===== config.mk =====
export PLATFORM = sky130hd
export DESIGN_NAME = fps_seq
export DESIGN_NICKNAME = d
export VERILOG_FILES = /design/src/common/fps_pkg.sv /design/src/design/fps_wait_timer.sv /design/src/design/fps_wb_slave.sv /design/src/design/fps_seq.sv
export SDC_FILE = /design/constraint.sdc
export NUM_CORES = 2
export LEC_CHECK = 0
export BUFFER_PORTS_ARGS = -buffer_cell sky130_fd_sc_hd__buf_2
export CAP_MARGIN = 20
export CORE_ASPECT_RATIO = 0.7
export CORE_MARGIN = 5
export CORE_UTILIZATION = 45
export DETAILED_ROUTE_END_ITERATION = 8
export GPL_TIMING_DRIVEN = 0
export PLACE_DENSITY = 0.58
export SLEW_MARGIN = 15
export SYNTH_ARGS = -nofsm -noshare
export SYNTH_HDL_FRONTEND = slang
export SYNTH_SLANG_ARGS = --single-unit

===== constraint.sdc =====
create_clock -name clk_i -period 5.25 [get_ports clk_i]
set_input_delay 0 -clock clk_i [delete_from_list [all_inputs] [get_ports clk_i]]
set_output_delay 0 -clock clk_i [all_outputs]
set_load 0.01 [all_outputs]

===== src/common/fps_pkg.sv =====
// constants, carriers and states of the flash program/erase sequencer
// assumes a 125 MHz system clock and a 32-bit flash data path
package fps_pkg;

    // ==========================================================
    // clock and timing
    localparam int unsigned CLK_PERIOD_NS = 8;
    localparam int unsigned TW = 20;
    localparam int unsigned T_SWE_NS = 10000;
    localparam int unsigned T_PSU_NS = 50000;
    localparam int unsigned T_PROG_NS = 200000;
    localparam int unsigned T_HOLD_NS = 10000;
    localparam int unsigned T_PV_NS = 4000;
    localparam int unsigned T_DUMMY_NS = 2000;
    localparam int unsigned T_ESU_NS = 200000;
    localparam int unsigned T_ERASE_NS = 5000000;
    localparam int unsigned T_EV_NS = 20000;
    localparam int unsigned T_EV_OFF_NS = 5000;
    localparam logic [TW-1:0] C_SWE = TW'((T_SWE_NS + CLK_PERIOD_NS - 1) / CLK_PERIOD_NS);
    localparam logic [TW-1:0] C_PSU = TW'((T_PSU_NS + CLK_PERIOD_NS - 1) / CLK_PERIOD_NS);
    localparam logic [TW-1:0] C_PROG = TW'((T_PROG_NS + CLK_PERIOD_NS - 1) / CLK_PERIOD_NS);
    localparam logic [TW-1:0] C_HOLD = TW'((T_HOLD_NS + CLK_PERIOD_NS - 1) / CLK_PERIOD_NS);
    localparam logic [TW-1:0] C_PV = TW'((T_PV_NS + CLK_PERIOD_NS - 1) / CLK_PERIOD_NS);
    localparam logic [TW-1:0] C_DUMMY = TW'((T_DUMMY_NS + CLK_PERIOD_NS - 1) / CLK_PERIOD_NS);
    localparam logic [TW-1:0] C_ESU = TW'((T_ESU_NS + CLK_PERIOD_NS - 1) / CLK_PERIOD_NS);
    localparam logic [TW-1:0] C_ERASE = TW'((T_ERASE_NS + CLK_PERIOD_NS - 1) / CLK_PERIOD_NS);
    localparam logic [TW-1:0] C_EV = TW'((T_EV_NS + CLK_PERIOD_NS - 1) / CLK_PERIOD_NS);
    localparam logic [TW-1:0] C_EV_OFF = TW'((T_EV_OFF_NS + CLK_PERIOD_NS - 1) / CLK_PERIOD_NS);

    // ==========================================================
    // limits and data
    localparam logic [9:0] PROG_MAX_ITER = 10'h3e8;
    localparam logic [9:0] ERASE_MAX_ITER = 10'h03c;
    localparam logic [2:0] UNIT_LAST = 3'h7;
    localparam logic [31:0] DUMMY_WORD = 32'hffffffff;
    localparam logic [31:0] ERASED_WORD = 32'hffffffff;

    // ==========================================================
    // register map, byte addresses
    localparam logic [7:0] REG_CTRL = 8'h00;
    localparam logic [7:0] REG_STATUS = 8'h04;
    localparam logic [7:0] REG_ADDR = 8'h08;
    localparam logic [7:0] REG_END = 8'h0c;
    localparam logic [7:0] REG_BLOCK = 8'h10;
    localparam logic [2:0] REG_DATA_PAGE = 3'h1;
    localparam int unsigned CTRL_PROG = 0;
    localparam int unsigned CTRL_ERASE = 1;
    localparam int unsigned CTRL_UPM = 2;
    localparam int unsigned ST_BUSY = 0;
    localparam int unsigned ST_PASS = 1;
    localparam int unsigned ST_PFAIL = 2;
    localparam int unsigned ST_EFAIL = 3;
    localparam int unsigned ST_UPM = 4;
    localparam int unsigned ST_REFUSED = 5;
    localparam int unsigned ST_ITER_LSB = 16;

    // ==========================================================
    // carriers and states
    typedef struct packed {
        logic software_write_enable;
        logic psu;
        logic pulse;
        logic pv;
        logic esu;
        logic erase;
        logic ev;
        logic wdt;
        logic [7:0] ebs;
    } fps_flash_ctl_s;

    typedef enum logic [3:0] {
        ST_IDLE, ST_SWE_WAIT, ST_WRITE, ST_SETUP, ST_PULSE, ST_PULSE_OFF,
        ST_SETUP_OFF, ST_VER_ON, ST_DUMMY, ST_DUMMY_WAIT, ST_READ, ST_CMP,
        ST_VER_OFF
    } fps_state_e;

endpackage


===== src/design/fps_wait_timer.sv =====
// down-counter timing the waits between control bit changes
// assumes load_i is a one-cycle pulse and counts are nonzero
`timescale 1ns/1ps
module fps_wait_timer (
    input wire logic clk_i,
    input wire logic rst_i,
    input wire logic load_i,
    input wire logic [fps_pkg::TW-1:0] count_i,
    output logic done_o
);

    logic [fps_pkg::TW-1:0] cnt;

    // done is held off in the load cycle so a stale zero never ends a wait
    assign done_o = (cnt == '0) && !load_i;

    always_ff @(posedge clk_i) begin
        if (rst_i) begin
            cnt <= '0;
        end else if (load_i) begin
            cnt <= count_i;
        end else if (cnt != '0) begin
            cnt <= cnt - 1'b1;
        end
    end

endmodule


===== src/design/fps_wb_slave.sv =====
// classic wishbone slave front end for the sequencer registers
// assumes read data is decoded combinationally from wb_adr_i
`timescale 1ns/1ps
module fps_wb_slave (
    input wire logic clk_i,
    input wire logic rst_i,
    input wire logic wb_cyc_i,
    input wire logic wb_stb_i,
    input wire logic wb_we_i,
    input wire logic [7:0] wb_adr_i,
    input wire logic [31:0] wb_dat_i,
    input wire logic [3:0] wb_sel_i,
    input wire logic [31:0] rdat_i,
    output logic wb_ack_o,
    output logic [31:0] wb_dat_o,
    output logic wr_o,
    output logic [7:0] adr_o,
    output logic [31:0] wdat_o,
    output logic [3:0] sel_o
);

    // one wait state; ack drops the cycle after it was given
    wire req = wb_cyc_i && wb_stb_i && !wb_ack_o;

    always_ff @(posedge clk_i) begin
        if (rst_i) begin
            wb_ack_o <= 1'b0;
            wb_dat_o <= 32'h00000000;
            wr_o <= 1'b0;
            adr_o <= 8'h00;
            wdat_o <= 32'h00000000;
            sel_o <= 4'h0;
        end else begin
            wb_ack_o <= req;
            wr_o <= req && wb_we_i;
            if (req) begin
                adr_o <= wb_adr_i;
                wdat_o <= wb_dat_i;
                sel_o <= wb_sel_i;
                wb_dat_o <= wb_we_i ? 32'h00000000 : rdat_i;
            end
        end
    end

endmodule


===== src/design/fps_seq.sv =====
// host-side sequencer driving flash program and erase control bits
// assumes fl_rdata_i is valid the cycle after fl_re_o and that the
// flash accepts a write on each cycle fl_we_o is high
`timescale 1ns/1ps

module fps_seq #(
    parameter logic [fps_pkg::TW-1:0] PSU_CYC = fps_pkg::C_PSU,
    parameter logic [fps_pkg::TW-1:0] PROG_CYC = fps_pkg::C_PROG,
    parameter logic [fps_pkg::TW-1:0] ESU_CYC = fps_pkg::C_ESU,
    parameter logic [fps_pkg::TW-1:0] ERASE_CYC = fps_pkg::C_ERASE
) (
    input wire logic clk_i,
    input wire logic rst_i,
    input wire logic wb_cyc_i,
    input wire logic wb_stb_i,
    input wire logic wb_we_i,
    input wire logic [7:0] wb_adr_i,
    input wire logic [31:0] wb_dat_i,
    input wire logic [3:0] wb_sel_i,
    output logic wb_ack_o,
    output logic [31:0] wb_dat_o,
    output fps_pkg::fps_flash_ctl_s flash_ctl_o,
    output logic [31:0] fl_addr_o,
    output logic [31:0] fl_wdata_o,
    output logic fl_we_o,
    output logic fl_re_o,
    input wire logic [31:0] fl_rdata_i,
    output logic user_prog_mode_o
);

    // ==========================================================
    // functions
    function automatic logic [31:0] merge(input logic [31:0] old, input logic [31:0] nw, input logic [3:0] sel);
        logic [31:0] r;
        r = old;
        for (int b = 0; b < 4; b++) begin
            if (sel[b]) begin
                r[b*8 +: 8] = nw[b*8 +: 8];
            end
        end
        return r;
    endfunction

    function automatic logic one_hot(input logic [7:0] v);
        logic [3:0] c;
        c = 4'h0;
        for (int b = 0; b < 8; b++) begin
            c = c + {3'h0, v[b]};
        end
        return c == 4'h1;
    endfunction

    // ==========================================================
    // state
    fps_pkg::fps_state_e state;
    logic is_erase;
    logic [9:0] iter;
    logic mism;
    logic [2:0] widx;
    logic [31:0] vaddr;
    logic [31:0] want [0:7];
    logic [31:0] reprog [0:7];
    logic [31:0] base_addr;
    logic [31:0] end_addr;
    logic [7:0] block_sel;
    logic pass_flag;
    logic prog_fail;
    logic erase_fail;
    logic refused;
    logic tmr_load;
    logic [fps_pkg::TW-1:0] tmr_count;
    logic tmr_done;
    logic reg_wr;
    logic [7:0] reg_adr;
    logic [31:0] reg_wdat;
    logic [3:0] reg_sel;
    logic [31:0] rdat;
    logic [31:0] status_word;

    // ==========================================================
    // bus front end and wait timer
    fps_wb_slave u_slave (
        .clk_i(clk_i),
        .rst_i(rst_i),
        .wb_cyc_i(wb_cyc_i),
        .wb_stb_i(wb_stb_i),
        .wb_we_i(wb_we_i),
        .wb_adr_i(wb_adr_i),
        .wb_dat_i(wb_dat_i),
        .wb_sel_i(wb_sel_i),
        .rdat_i(rdat),
        .wb_ack_o(wb_ack_o),
        .wb_dat_o(wb_dat_o),
        .wr_o(reg_wr),
        .adr_o(reg_adr),
        .wdat_o(reg_wdat),
        .sel_o(reg_sel)
    );

    fps_wait_timer u_timer (
        .clk_i(clk_i),
        .rst_i(rst_i),
        .load_i(tmr_load),
        .count_i(tmr_count),
        .done_o(tmr_done)
    );

    // ==========================================================
    // decode
    wire idle = state == fps_pkg::ST_IDLE;
    wire wr_ok = reg_wr && idle;
    wire wr_ctrl = wr_ok && reg_adr == fps_pkg::REG_CTRL;
    wire req_prog = reg_wdat[fps_pkg::CTRL_PROG];
    wire req_erase = reg_wdat[fps_pkg::CTRL_ERASE];
    wire start_prog = wr_ctrl && req_prog && user_prog_mode_o;
    wire start_erase = wr_ctrl && req_erase && !req_prog && user_prog_mode_o && one_hot(block_sel);
    wire refuse = reg_wr && reg_adr == fps_pkg::REG_CTRL && (req_prog || req_erase) && !start_prog && !start_erase;
    wire data_rd = wb_adr_i[7:5] == fps_pkg::REG_DATA_PAGE;
    wire data_wr = wr_ok && reg_adr[7:5] == fps_pkg::REG_DATA_PAGE;
    wire verify_ok = is_erase ? fl_rdata_i == fps_pkg::ERASED_WORD : fl_rdata_i == want[widx];
    wire last_addr = is_erase ? vaddr >= end_addr : widx == fps_pkg::UNIT_LAST;
    wire limit_hit = is_erase ? iter >= fps_pkg::ERASE_MAX_ITER : iter >= fps_pkg::PROG_MAX_ITER;
    wire [31:0] reprog_word = want[widx] | ~fl_rdata_i;
    wire [fps_pkg::TW-1:0] setup_cyc = is_erase ? ESU_CYC : PSU_CYC;
    wire [fps_pkg::TW-1:0] pulse_cyc = is_erase ? ERASE_CYC : PROG_CYC;
    wire [fps_pkg::TW-1:0] ver_cyc = is_erase ? fps_pkg::C_EV : fps_pkg::C_PV;
    wire [fps_pkg::TW-1:0] ver_off_cyc = is_erase ? fps_pkg::C_EV_OFF : fps_pkg::C_PV;

    always_comb begin
        status_word = 32'h00000000;
        status_word[fps_pkg::ST_BUSY] = !idle;
        status_word[fps_pkg::ST_PASS] = pass_flag;
        status_word[fps_pkg::ST_PFAIL] = prog_fail;
        status_word[fps_pkg::ST_EFAIL] = erase_fail;
        status_word[fps_pkg::ST_UPM] = user_prog_mode_o;
        status_word[fps_pkg::ST_REFUSED] = refused;
        status_word[fps_pkg::ST_ITER_LSB +: 10] = iter;
    end

    assign rdat = data_rd ? want[wb_adr_i[4:2]] :
                  wb_adr_i == fps_pkg::REG_CTRL ? {29'h0, user_prog_mode_o, 2'h0} :
                  wb_adr_i == fps_pkg::REG_STATUS ? status_word :
                  wb_adr_i == fps_pkg::REG_ADDR ? base_addr :
                  wb_adr_i == fps_pkg::REG_END ? end_addr :
                  wb_adr_i == fps_pkg::REG_BLOCK ? {24'h0, block_sel} : 32'h00000000;

    // ==========================================================
    // software registers, frozen while a sequence runs
    always_ff @(posedge clk_i) begin
        if (rst_i) begin
            base_addr <= 32'h00000000;
            end_addr <= 32'h00000000;
            block_sel <= 8'h00;
            user_prog_mode_o <= 1'b0;
        end else begin
            if (wr_ok && reg_adr == fps_pkg::REG_ADDR) begin
                base_addr <= merge(base_addr, reg_wdat, reg_sel);
            end
            if (wr_ok && reg_adr == fps_pkg::REG_END) begin
                end_addr <= merge(end_addr, reg_wdat, reg_sel);
            end
            if (wr_ok && reg_adr == fps_pkg::REG_BLOCK && reg_sel[0]) begin
                block_sel <= reg_wdat[7:0];
            end
            // a start write leaves the mode alone so it cannot flip as the operation begins
            if (wr_ctrl && reg_sel[0] && !start_prog && !start_erase) begin
                user_prog_mode_o <= reg_wdat[fps_pkg::CTRL_UPM];
            end
        end
    end

    for (genvar g = 0; g < 8; g++) begin : g_data
        always_ff @(posedge clk_i) begin
            if (rst_i) begin
                want[g] <= 32'h00000000;
            end else if (data_wr && reg_adr[4:2] == 3'(g)) begin
                want[g] <= merge(want[g], reg_wdat, reg_sel);
            end
        end
    end

    // ==========================================================
    // sequencer
    always_ff @(posedge clk_i) begin
        if (rst_i) begin
            state <= fps_pkg::ST_IDLE;
            flash_ctl_o <= '0;
            fl_addr_o <= 32'h00000000;
            fl_wdata_o <= 32'h00000000;
            fl_we_o <= 1'b0;
            fl_re_o <= 1'b0;
            tmr_load <= 1'b0;
            tmr_count <= '0;
            is_erase <= 1'b0;
            iter <= 10'h000;
            mism <= 1'b0;
            widx <= 3'h0;
            vaddr <= 32'h00000000;
            pass_flag <= 1'b0;
            prog_fail <= 1'b0;
            erase_fail <= 1'b0;
            refused <= 1'b0;
            for (int i = 0; i < 8; i++) begin
                reprog[i] <= 32'h00000000;
            end
        end else begin
            fl_we_o <= 1'b0;
            fl_re_o <= 1'b0;
            tmr_load <= 1'b0;
            if (refuse) begin
                refused <= 1'b1;
            end
            case (state)
                fps_pkg::ST_IDLE: begin
                    if (start_prog || start_erase) begin
                        is_erase <= start_erase;
                        pass_flag <= 1'b0;
                        prog_fail <= 1'b0;
                        erase_fail <= 1'b0;
                        refused <= 1'b0;
                        iter <= 10'h001;
                        flash_ctl_o.software_write_enable <= 1'b1;
                        flash_ctl_o.ebs <= start_erase ? block_sel : 8'h00;
                        tmr_count <= fps_pkg::C_SWE;
                        tmr_load <= 1'b1;
                        for (int i = 0; i < 8; i++) begin
                            reprog[i] <= want[i];
                        end
                        state <= fps_pkg::ST_SWE_WAIT;
                    end
                end
                fps_pkg::ST_SWE_WAIT: begin
                    if (tmr_done && is_erase) begin
                        flash_ctl_o.wdt <= 1'b1;
                        flash_ctl_o.esu <= 1'b1;
                        tmr_count <= setup_cyc;
                        tmr_load <= 1'b1;
                        state <= fps_pkg::ST_SETUP;
                    end else if (tmr_done) begin
                        widx <= 3'h0;
                        vaddr <= base_addr;
                        state <= fps_pkg::ST_WRITE;
                    end
                end
                fps_pkg::ST_WRITE: begin
                    fl_we_o <= 1'b1;
                    fl_addr_o <= vaddr;
                    fl_wdata_o <= reprog[widx];
                    widx <= widx + 3'h1;
                    vaddr <= vaddr + 32'h00000004;
                    if (widx == fps_pkg::UNIT_LAST) begin
                        flash_ctl_o.wdt <= 1'b1;
                        flash_ctl_o.psu <= 1'b1;
                        tmr_count <= setup_cyc;
                        tmr_load <= 1'b1;
                        state <= fps_pkg::ST_SETUP;
                    end
                end
                fps_pkg::ST_SETUP: begin
                    if (tmr_done) begin
                        flash_ctl_o.pulse <= !is_erase;
                        flash_ctl_o.erase <= is_erase;
                        tmr_count <= pulse_cyc;
                        tmr_load <= 1'b1;
                        state <= fps_pkg::ST_PULSE;
                    end
                end
                fps_pkg::ST_PULSE: begin
                    if (tmr_done) begin
                        flash_ctl_o.pulse <= 1'b0;
                        flash_ctl_o.erase <= 1'b0;
                        tmr_count <= fps_pkg::C_HOLD;
                        tmr_load <= 1'b1;
                        state <= fps_pkg::ST_PULSE_OFF;
                    end
                end
                fps_pkg::ST_PULSE_OFF: begin
                    if (tmr_done) begin
                        flash_ctl_o.psu <= 1'b0;
                        flash_ctl_o.esu <= 1'b0;
                        tmr_count <= fps_pkg::C_HOLD;
                        tmr_load <= 1'b1;
                        state <= fps_pkg::ST_SETUP_OFF;
                    end
                end
                fps_pkg::ST_SETUP_OFF: begin
                    if (tmr_done) begin
                        flash_ctl_o.wdt <= 1'b0;
                        flash_ctl_o.pv <= !is_erase;
                        flash_ctl_o.ev <= is_erase;
                        iter <= iter + 10'h001;
                        widx <= 3'h0;
                        vaddr <= base_addr;
                        mism <= 1'b0;
                        tmr_count <= ver_cyc;
                        tmr_load <= 1'b1;
                        state <= fps_pkg::ST_VER_ON;
                    end
                end
                fps_pkg::ST_VER_ON: begin
                    if (tmr_done) begin
                        state <= fps_pkg::ST_DUMMY;
                    end
                end
                fps_pkg::ST_DUMMY: begin
                    fl_we_o <= 1'b1;
                    fl_addr_o <= vaddr;
                    fl_wdata_o <= fps_pkg::DUMMY_WORD;
                    tmr_count <= fps_pkg::C_DUMMY;
                    tmr_load <= 1'b1;
                    state <= fps_pkg::ST_DUMMY_WAIT;
                end
                fps_pkg::ST_DUMMY_WAIT: begin
                    if (tmr_done) begin
                        fl_re_o <= 1'b1;
                        fl_addr_o <= vaddr;
                        state <= fps_pkg::ST_READ;
                    end
                end
                fps_pkg::ST_READ: begin
                    state <= fps_pkg::ST_CMP;
                end
                fps_pkg::ST_CMP: begin
                    if (!verify_ok) begin
                        mism <= 1'b1;
                    end
                    if (!is_erase) begin
                        reprog[widx] <= reprog_word;
                    end
                    if (last_addr) begin
                        flash_ctl_o.pv <= 1'b0;
                        flash_ctl_o.ev <= 1'b0;
                        tmr_count <= ver_off_cyc;
                        tmr_load <= 1'b1;
                        state <= fps_pkg::ST_VER_OFF;
                    end else begin
                        widx <= widx + 3'h1;
                        vaddr <= vaddr + 32'h00000004;
                        state <= fps_pkg::ST_DUMMY;
                    end
                end
                fps_pkg::ST_VER_OFF: begin
                    if (tmr_done && (!mism || limit_hit)) begin
                        flash_ctl_o.software_write_enable <= 1'b0;
                        flash_ctl_o.ebs <= 8'h00;
                        pass_flag <= !mism;
                        prog_fail <= mism && !is_erase;
                        erase_fail <= mism && is_erase;
                        state <= fps_pkg::ST_IDLE;
                    end else if (tmr_done && is_erase) begin
                        flash_ctl_o.wdt <= 1'b1;
                        flash_ctl_o.esu <= 1'b1;
                        tmr_count <= setup_cyc;
                        tmr_load <= 1'b1;
                        state <= fps_pkg::ST_SETUP;
                    end else if (tmr_done) begin
                        widx <= 3'h0;
                        vaddr <= base_addr;
                        state <= fps_pkg::ST_WRITE;
                    end
                end
                default: begin
                    state <= fps_pkg::ST_IDLE;
                end
            endcase
        end
    end

endmodule


# Word-level counts from Yosys, hierarchy flattened
# Memory sizes are Yosys's and may differ from the RTL's. A register that Yosys moved wholly into a read port is not among the register bits.
# Cells that the tools add are included.
[totals]
ff_bits = 329
ramBits = 512
inputBits = 81
output_inout_bits = 116
word_cells = 464
n_memories = 2
[memory_table]
columns = ["memory", "depth", "width", "read_ports", "rd_ports_with_merged_regs", "write_ports", "line_no", "rtl"]
rows = [
  ["reprog", 8, 32, 1, 1, 8, "fps_seq.sv:62", "logic [31:0] reprog [0:7];"],
  ["want", 8, 32, 10, 1, 8, "fps_seq.sv:61", "logic [31:0] want [0:7];"],
]
[op_classes]
n_addsub = 11
order_cmp = 3
eq_ne = 46
muxes = 250
bitwise_logic = 19
reduce_logical = 91
[op_table]
columns = ["op", "count"]
rows = [
  ["32-bit 2-to-1 mux", 28],
  ["8-bit 2-to-1 mux", 100],
  ["20-bit 2-to-1 mux", 11],
  ["20-bit one-hot mux with 9 select lines", 1],
  ["32-bit one-hot mux with 5 select lines", 1],
  ["32-bit one-hot mux with 2 select lines", 2],
  ["1-bit 2-to-1 mux", 63],
  ["4-bit one-hot mux with 13 select lines", 1],
  ["4-bit 2-to-1 mux", 11],
  ["1-bit logical AND", 36],
  ["32-bit by 3-bit adder with 32-bit output, second input constant", 1],
  ["32-bit equality test", 1],
  ["32-bit equality test, second input constant", 1],
  ["8-bit by 4-bit equality test with 1-bit output, second input constant", 4],
  ["32-bit >= comparator", 1],
  ["32-bit NOT", 1],
  ["32-bit bitwise OR", 1],
  ["32-bit OR reduction", 1],
  ["10-bit 2-to-1 mux", 3],
  ["3-bit 2-to-1 mux", 10],
  ["2-bit inequality test, second input constant", 12],
  ["3-bit AND reduction", 8],
  ["4-bit equality test, second input constant", 5],
  ["20-bit zero test", 1],
  ["46 further kinds", 116],
]

# Longest topological paths before layout
[depth]
depth_word = 16
mapped_depth = 16
depth_no_buf = 15

# By module
# From an unflattened synthesis, not the netlist that was laid out.
[unflattened]
cells_unflattened = 3840
hier_area_um2 = 42942.4
[modules_own_cells]
columns = ["module", "n_inst", "cells_per_inst", "area_each_um2", "seq_area_each_um2"]
rows = [
  ["fps_seq", 1, 3348, 38199.1, 19939.1],
  ["fps_wb_slave", 1, 339, 3552.2, 1561.5],
  ["fps_wait_timer", 1, 153, 1191.1, 400.4],
]

# Worst setup path after synthesis
# No wires, ideal clock.
[synth_path]
kind = "flip-flop to flip-flop"
from = "register block_sel[0]"
to = "memory reprog[0][0], enable pin"
setup_time_ps = 389
arrival_ps = 4332
t_required_ps = 4861
path_slack_ps = 528
stages_incl_launch_ff = 15
path_buffers = 0
synth_period_minus_slack_ps = 4722
path_cell_list = "dfxtp_1 -> inv_1 -> fa_1 -> fa_1 -> fa_1 -> inv_1 -> ha_1 -> inv_1 -> fa_1 -> nand3_1 -> a21oi_1 -> o21ai_0 -> nor3_1 -> nor2_1 -> nand2_1"
[synth_lines]
columns = ["item", "line_no", "rtl"]
rows = [
  ["start, declared", "fps_seq.sv:65", "logic [7:0] block_sel;"],
  ["start signal, assigned", "fps_seq.sv:163", "block_sel <= reg_wdat[7:0];"],
  ["end, declared", "fps_seq.sv:62", ""],
]

==> impl_results.md <==
- Outcome: finished, violations left
- Failing checks: negative setup slack
- Post-DP HPWL: 142 mm
- Clk Latency, worst-skew pair: 0.70 ns
- CP Max Fanout: 10
- Power density cells: 340 nW/µm²
- Worst EP required: 5.76 ns
- Fillers: 8304
- Rel. slew slack: 13.8%
- Nets@finish: 4265
- DR pass1 iterations: 8
- Final worst-path setup slack: -0.0545 ns
- Met2 GRT Util: 47.6%
- Max Buffers Root-to-Sink: 3
- Die ar.: 98900 µm²
- GRT busiest layer: met1
- RSZ-0062 raised after global routing: false
- Wire length of the first global-routing pass: 257 mm
- Commonest non-fill, non-tap cell in the layout: edfxtp_1
- Crit path DAT: 5.81 ns
- Site Rows: 93
- Crit. End Element: flop
- Starting Density: 45.3%
- Final Util: 52.5%
- Antenna Nets Post-Route: 0
- DRT iter0 DRCs: 6154
- CP peak stage delay: 0.97 ns
- Die Height: 265 µm
- Met1 usage: 55.4%
- WS Path Type: reg2reg
- Clk_skew: 0.0352 ns
- Initial antenna violation count: 10
- Htree depth: 3
- CTS sink cnt: 838
- Crit share post-route: 101%
- Leakage: 17.3 nW
- Area leader, netlist: edfxtp_1
- Min Tclk post-route: 5.30 ns
- Via density: 6.66
- Flops & latches, synth: 838
- Io pins: 197
- Port bufs: 193
- Netlist cell types: 80
- Synth area leaders: edfxtp_1 (37%), dfxtp_1 (16%), mux4_2 (9.2%)
- Crit-path slowest cell: buf_1
- Number of synthesized flops with an enable pin: 512
- TritonCTS clock tree: built
- Final setup fails: 1
- Max-Cap Viols: 0
- Sequential-to-total area share from yosys stat: 52.5%
- Mapped Area: 41700 µm²
- Mean post-synth cell area: 11.1 µm²
- Met3 global-route usage: 15.1%
- Mapped Nets: 3891
- DRC viols: 0
- Area share of the largest cell type after synthesis: 36.9%
- Layout cells sized above 1: 15.6%
- Hold WS: 0.0634 ns
- Peak supply drop: 0.269 mV
- Drt wl/cell: 34.7 µm
- CTS Buf Count: 86
- Synth warnings: 0
- Crit-path cells: clkbuf_1 -> buf_2 -> buf_1 -> clkbuf_2 -> mux2i_1 -> o22ai_1 -> or4_1 -> nor4_1 -> a311oi_1
- Final wirelength: 189 mm
- Vias in the first global route: 32700
- Startpoint Class: flop
- Main flop type after synthesis: edfxtp_1
- Most frequent cells in the layout: edfxtp_1 (512), nand2_1 (491), dfxtp_1 (326)
- Place WS: -0.892 ns
- Final Hold Viols: 0
- Max-slew violations: 0
- Via count: 36300
- Worst-Margin Slew: 1.28 ns
- Layout Area Growth over Synthesis: 15.9%
- Fmax achieved: 189 MHz
- Core box area: 91900 µm²
- Clock transition at the registers of the reported paths: 0.06 ns
- Largest net degree at the start of global routing: 33
- GPL Wtd Cong: 1.01
- Syn Inst Count: 3764
- Total Power: 0.0164 W
- Gr ovfl total: 0
- Class of the worst hold path: in2reg
- Root buf cell: clkbuf_16
- Die X: 374 µm
- Ys async rst share: 0%
- GRT Resource Usage Total: 36.7%
-- metrics by stage --
step,instance area [µm²],std cells,TNS [ns]
4_1_cts,48200,5439,0
3_5_place_dp,44500,5206,-259.84
2_1_floorplan,41700,3764,0
6_report,48300,5450,-0.0545
3_3_place_gp,44200,5192,-740.97
5_1_grt,48300,5445,0
-- sequential cells by signal, summed over array words and instances, names as in the netlist, 3 cells and up, named ones only --
| name | cells |
|---|---|
| reprog | 256 |
| u_slave.wb_dat_o | 32 |
| u_slave.wdat_o | 32 |
| end_addr | 32 |
| iter | 10 |
| base_addr | 32 |
| state | 4 |
| fl_addr_o | 32 |
| widx | 3 |
| u_slave.adr_o | 8 |
| u_timer.cnt | 20 |
| vaddr | 32 |
| tmr_count | 14 |
| block_sel | 8 |
| want | 256 |
| fl_wdata_o | 32 |
| flash_ctl_o | 16 |
| u_slave.sel_o | 4 |
-- kinds of logic (layout without fill, tap and decap cells) --
group	Yosys count	in the layout	synth area share [%]
flops	838	838	52.5
compound gates	800	800	12.9
other cells	0	5	0
buf+inv	388	834	3.69
fa+ha+maj	46	46	1.45
mux	354	354	13.7
xor+xnor	24	24	0.504
simple gates	1314	1314	15.3
-- worst max-delay path: cells and delay by family (launching register included) --
kind	cells	cell delay [ns]
multiplexers	1	0.83
flip-flops	1	0.30
AND/OR/NAND/NOR	2	1.17
AO/OA/AOI/OAI	2	0.34
buffers and inverters	4	2.46
-- final timing paths --
kind	end	startpoint	cells after the start	slack (ns)
max	mism	flop	9	-0.05
min	reprog[7][6]	fl_rdata_i[6]	4	0.06
min reg2reg	prog_fail	prog_fail	2	0.46
max reg2reg	mism	flop	9	-0.05
-- metal layers --
layer  up-vias  wire length, µm
li1      14800                -
met1     18000            79300
met2      3069            72100
met3       431            30100
met4         4             7710
met5         -               27
-- Yosys cell counts, types with 6 or more instances --
cell type    n
a311oi_1    10
o22a_1       6
o21ai_0    141
a31oi_1     18
nor3b_1      6
or2_2        6
nor4_1      22
a21o_1      18
nand3b_1     7
buf_1       49
clkbuf_1   231
a22oi_1     80
or3_1       10
o221ai_1     9
nor3_1      42
nand2b_1    10
o22ai_1     37
nor2b_1      9
edfxtp_1   512
o211ai_1    18
xnor2_1     13
o31ai_1     20
nor2_1     182
and2_1     271
mux2i_1    167
buf_2       37
nand4_1     38
nand3_1    175
a21oi_1    217
xor2_1      11
mux4_2     171
a211oi_1    12
inv_1       63
mux2_2      16
nand2_1    499
dfxtp_1    326
ha_1        42
a22o_1     183
and3_1      14
-- power breakdown --
| part | switching (W) | internal, W | leakage [nW] |
|---|---|---|---|
| Sequential | 0.000254 | 0.00726 | 7.91 |
| Clock | 0.00282 | 0.00363 | 1.41 |
| Combinational | 0.00162 | 0.000835 | 8.00 |
-- layout make-up --
| cell class | instances | area [µm²] | share of cell area (%) |
|---|---|---|---|
| Sequential cell | 838 | 21900 | 45.3 |
| Multi-Input combinational cell | 2538 | 18400 | 38.1 |
| Clock buffer | 128 | 2550 | 5.29 |
| Timing Repair Buffer | 287 | 1970 | 4.08 |
| Tap cell | 1235 | 1550 | 3.20 |
| Buffer | 323 | 1340 | 2.77 |
| Clock inverter | 32 | 315 | 0.653 |
| Inverter | 64 | 240 | 0.497 |
| Antenna cell | 5 | 12.5 | 0.0259 |
-- timing repair --
action	4_1_cts	5_1_grt
hold buffers	66	0
resized for setup	34	3
hold endpoints to repair	123	0
pin swaps	2	1
buffers inserted	7	1
setup endpoints to repair	458	182
Note: power is estimated with default switching activity, not from simulation.
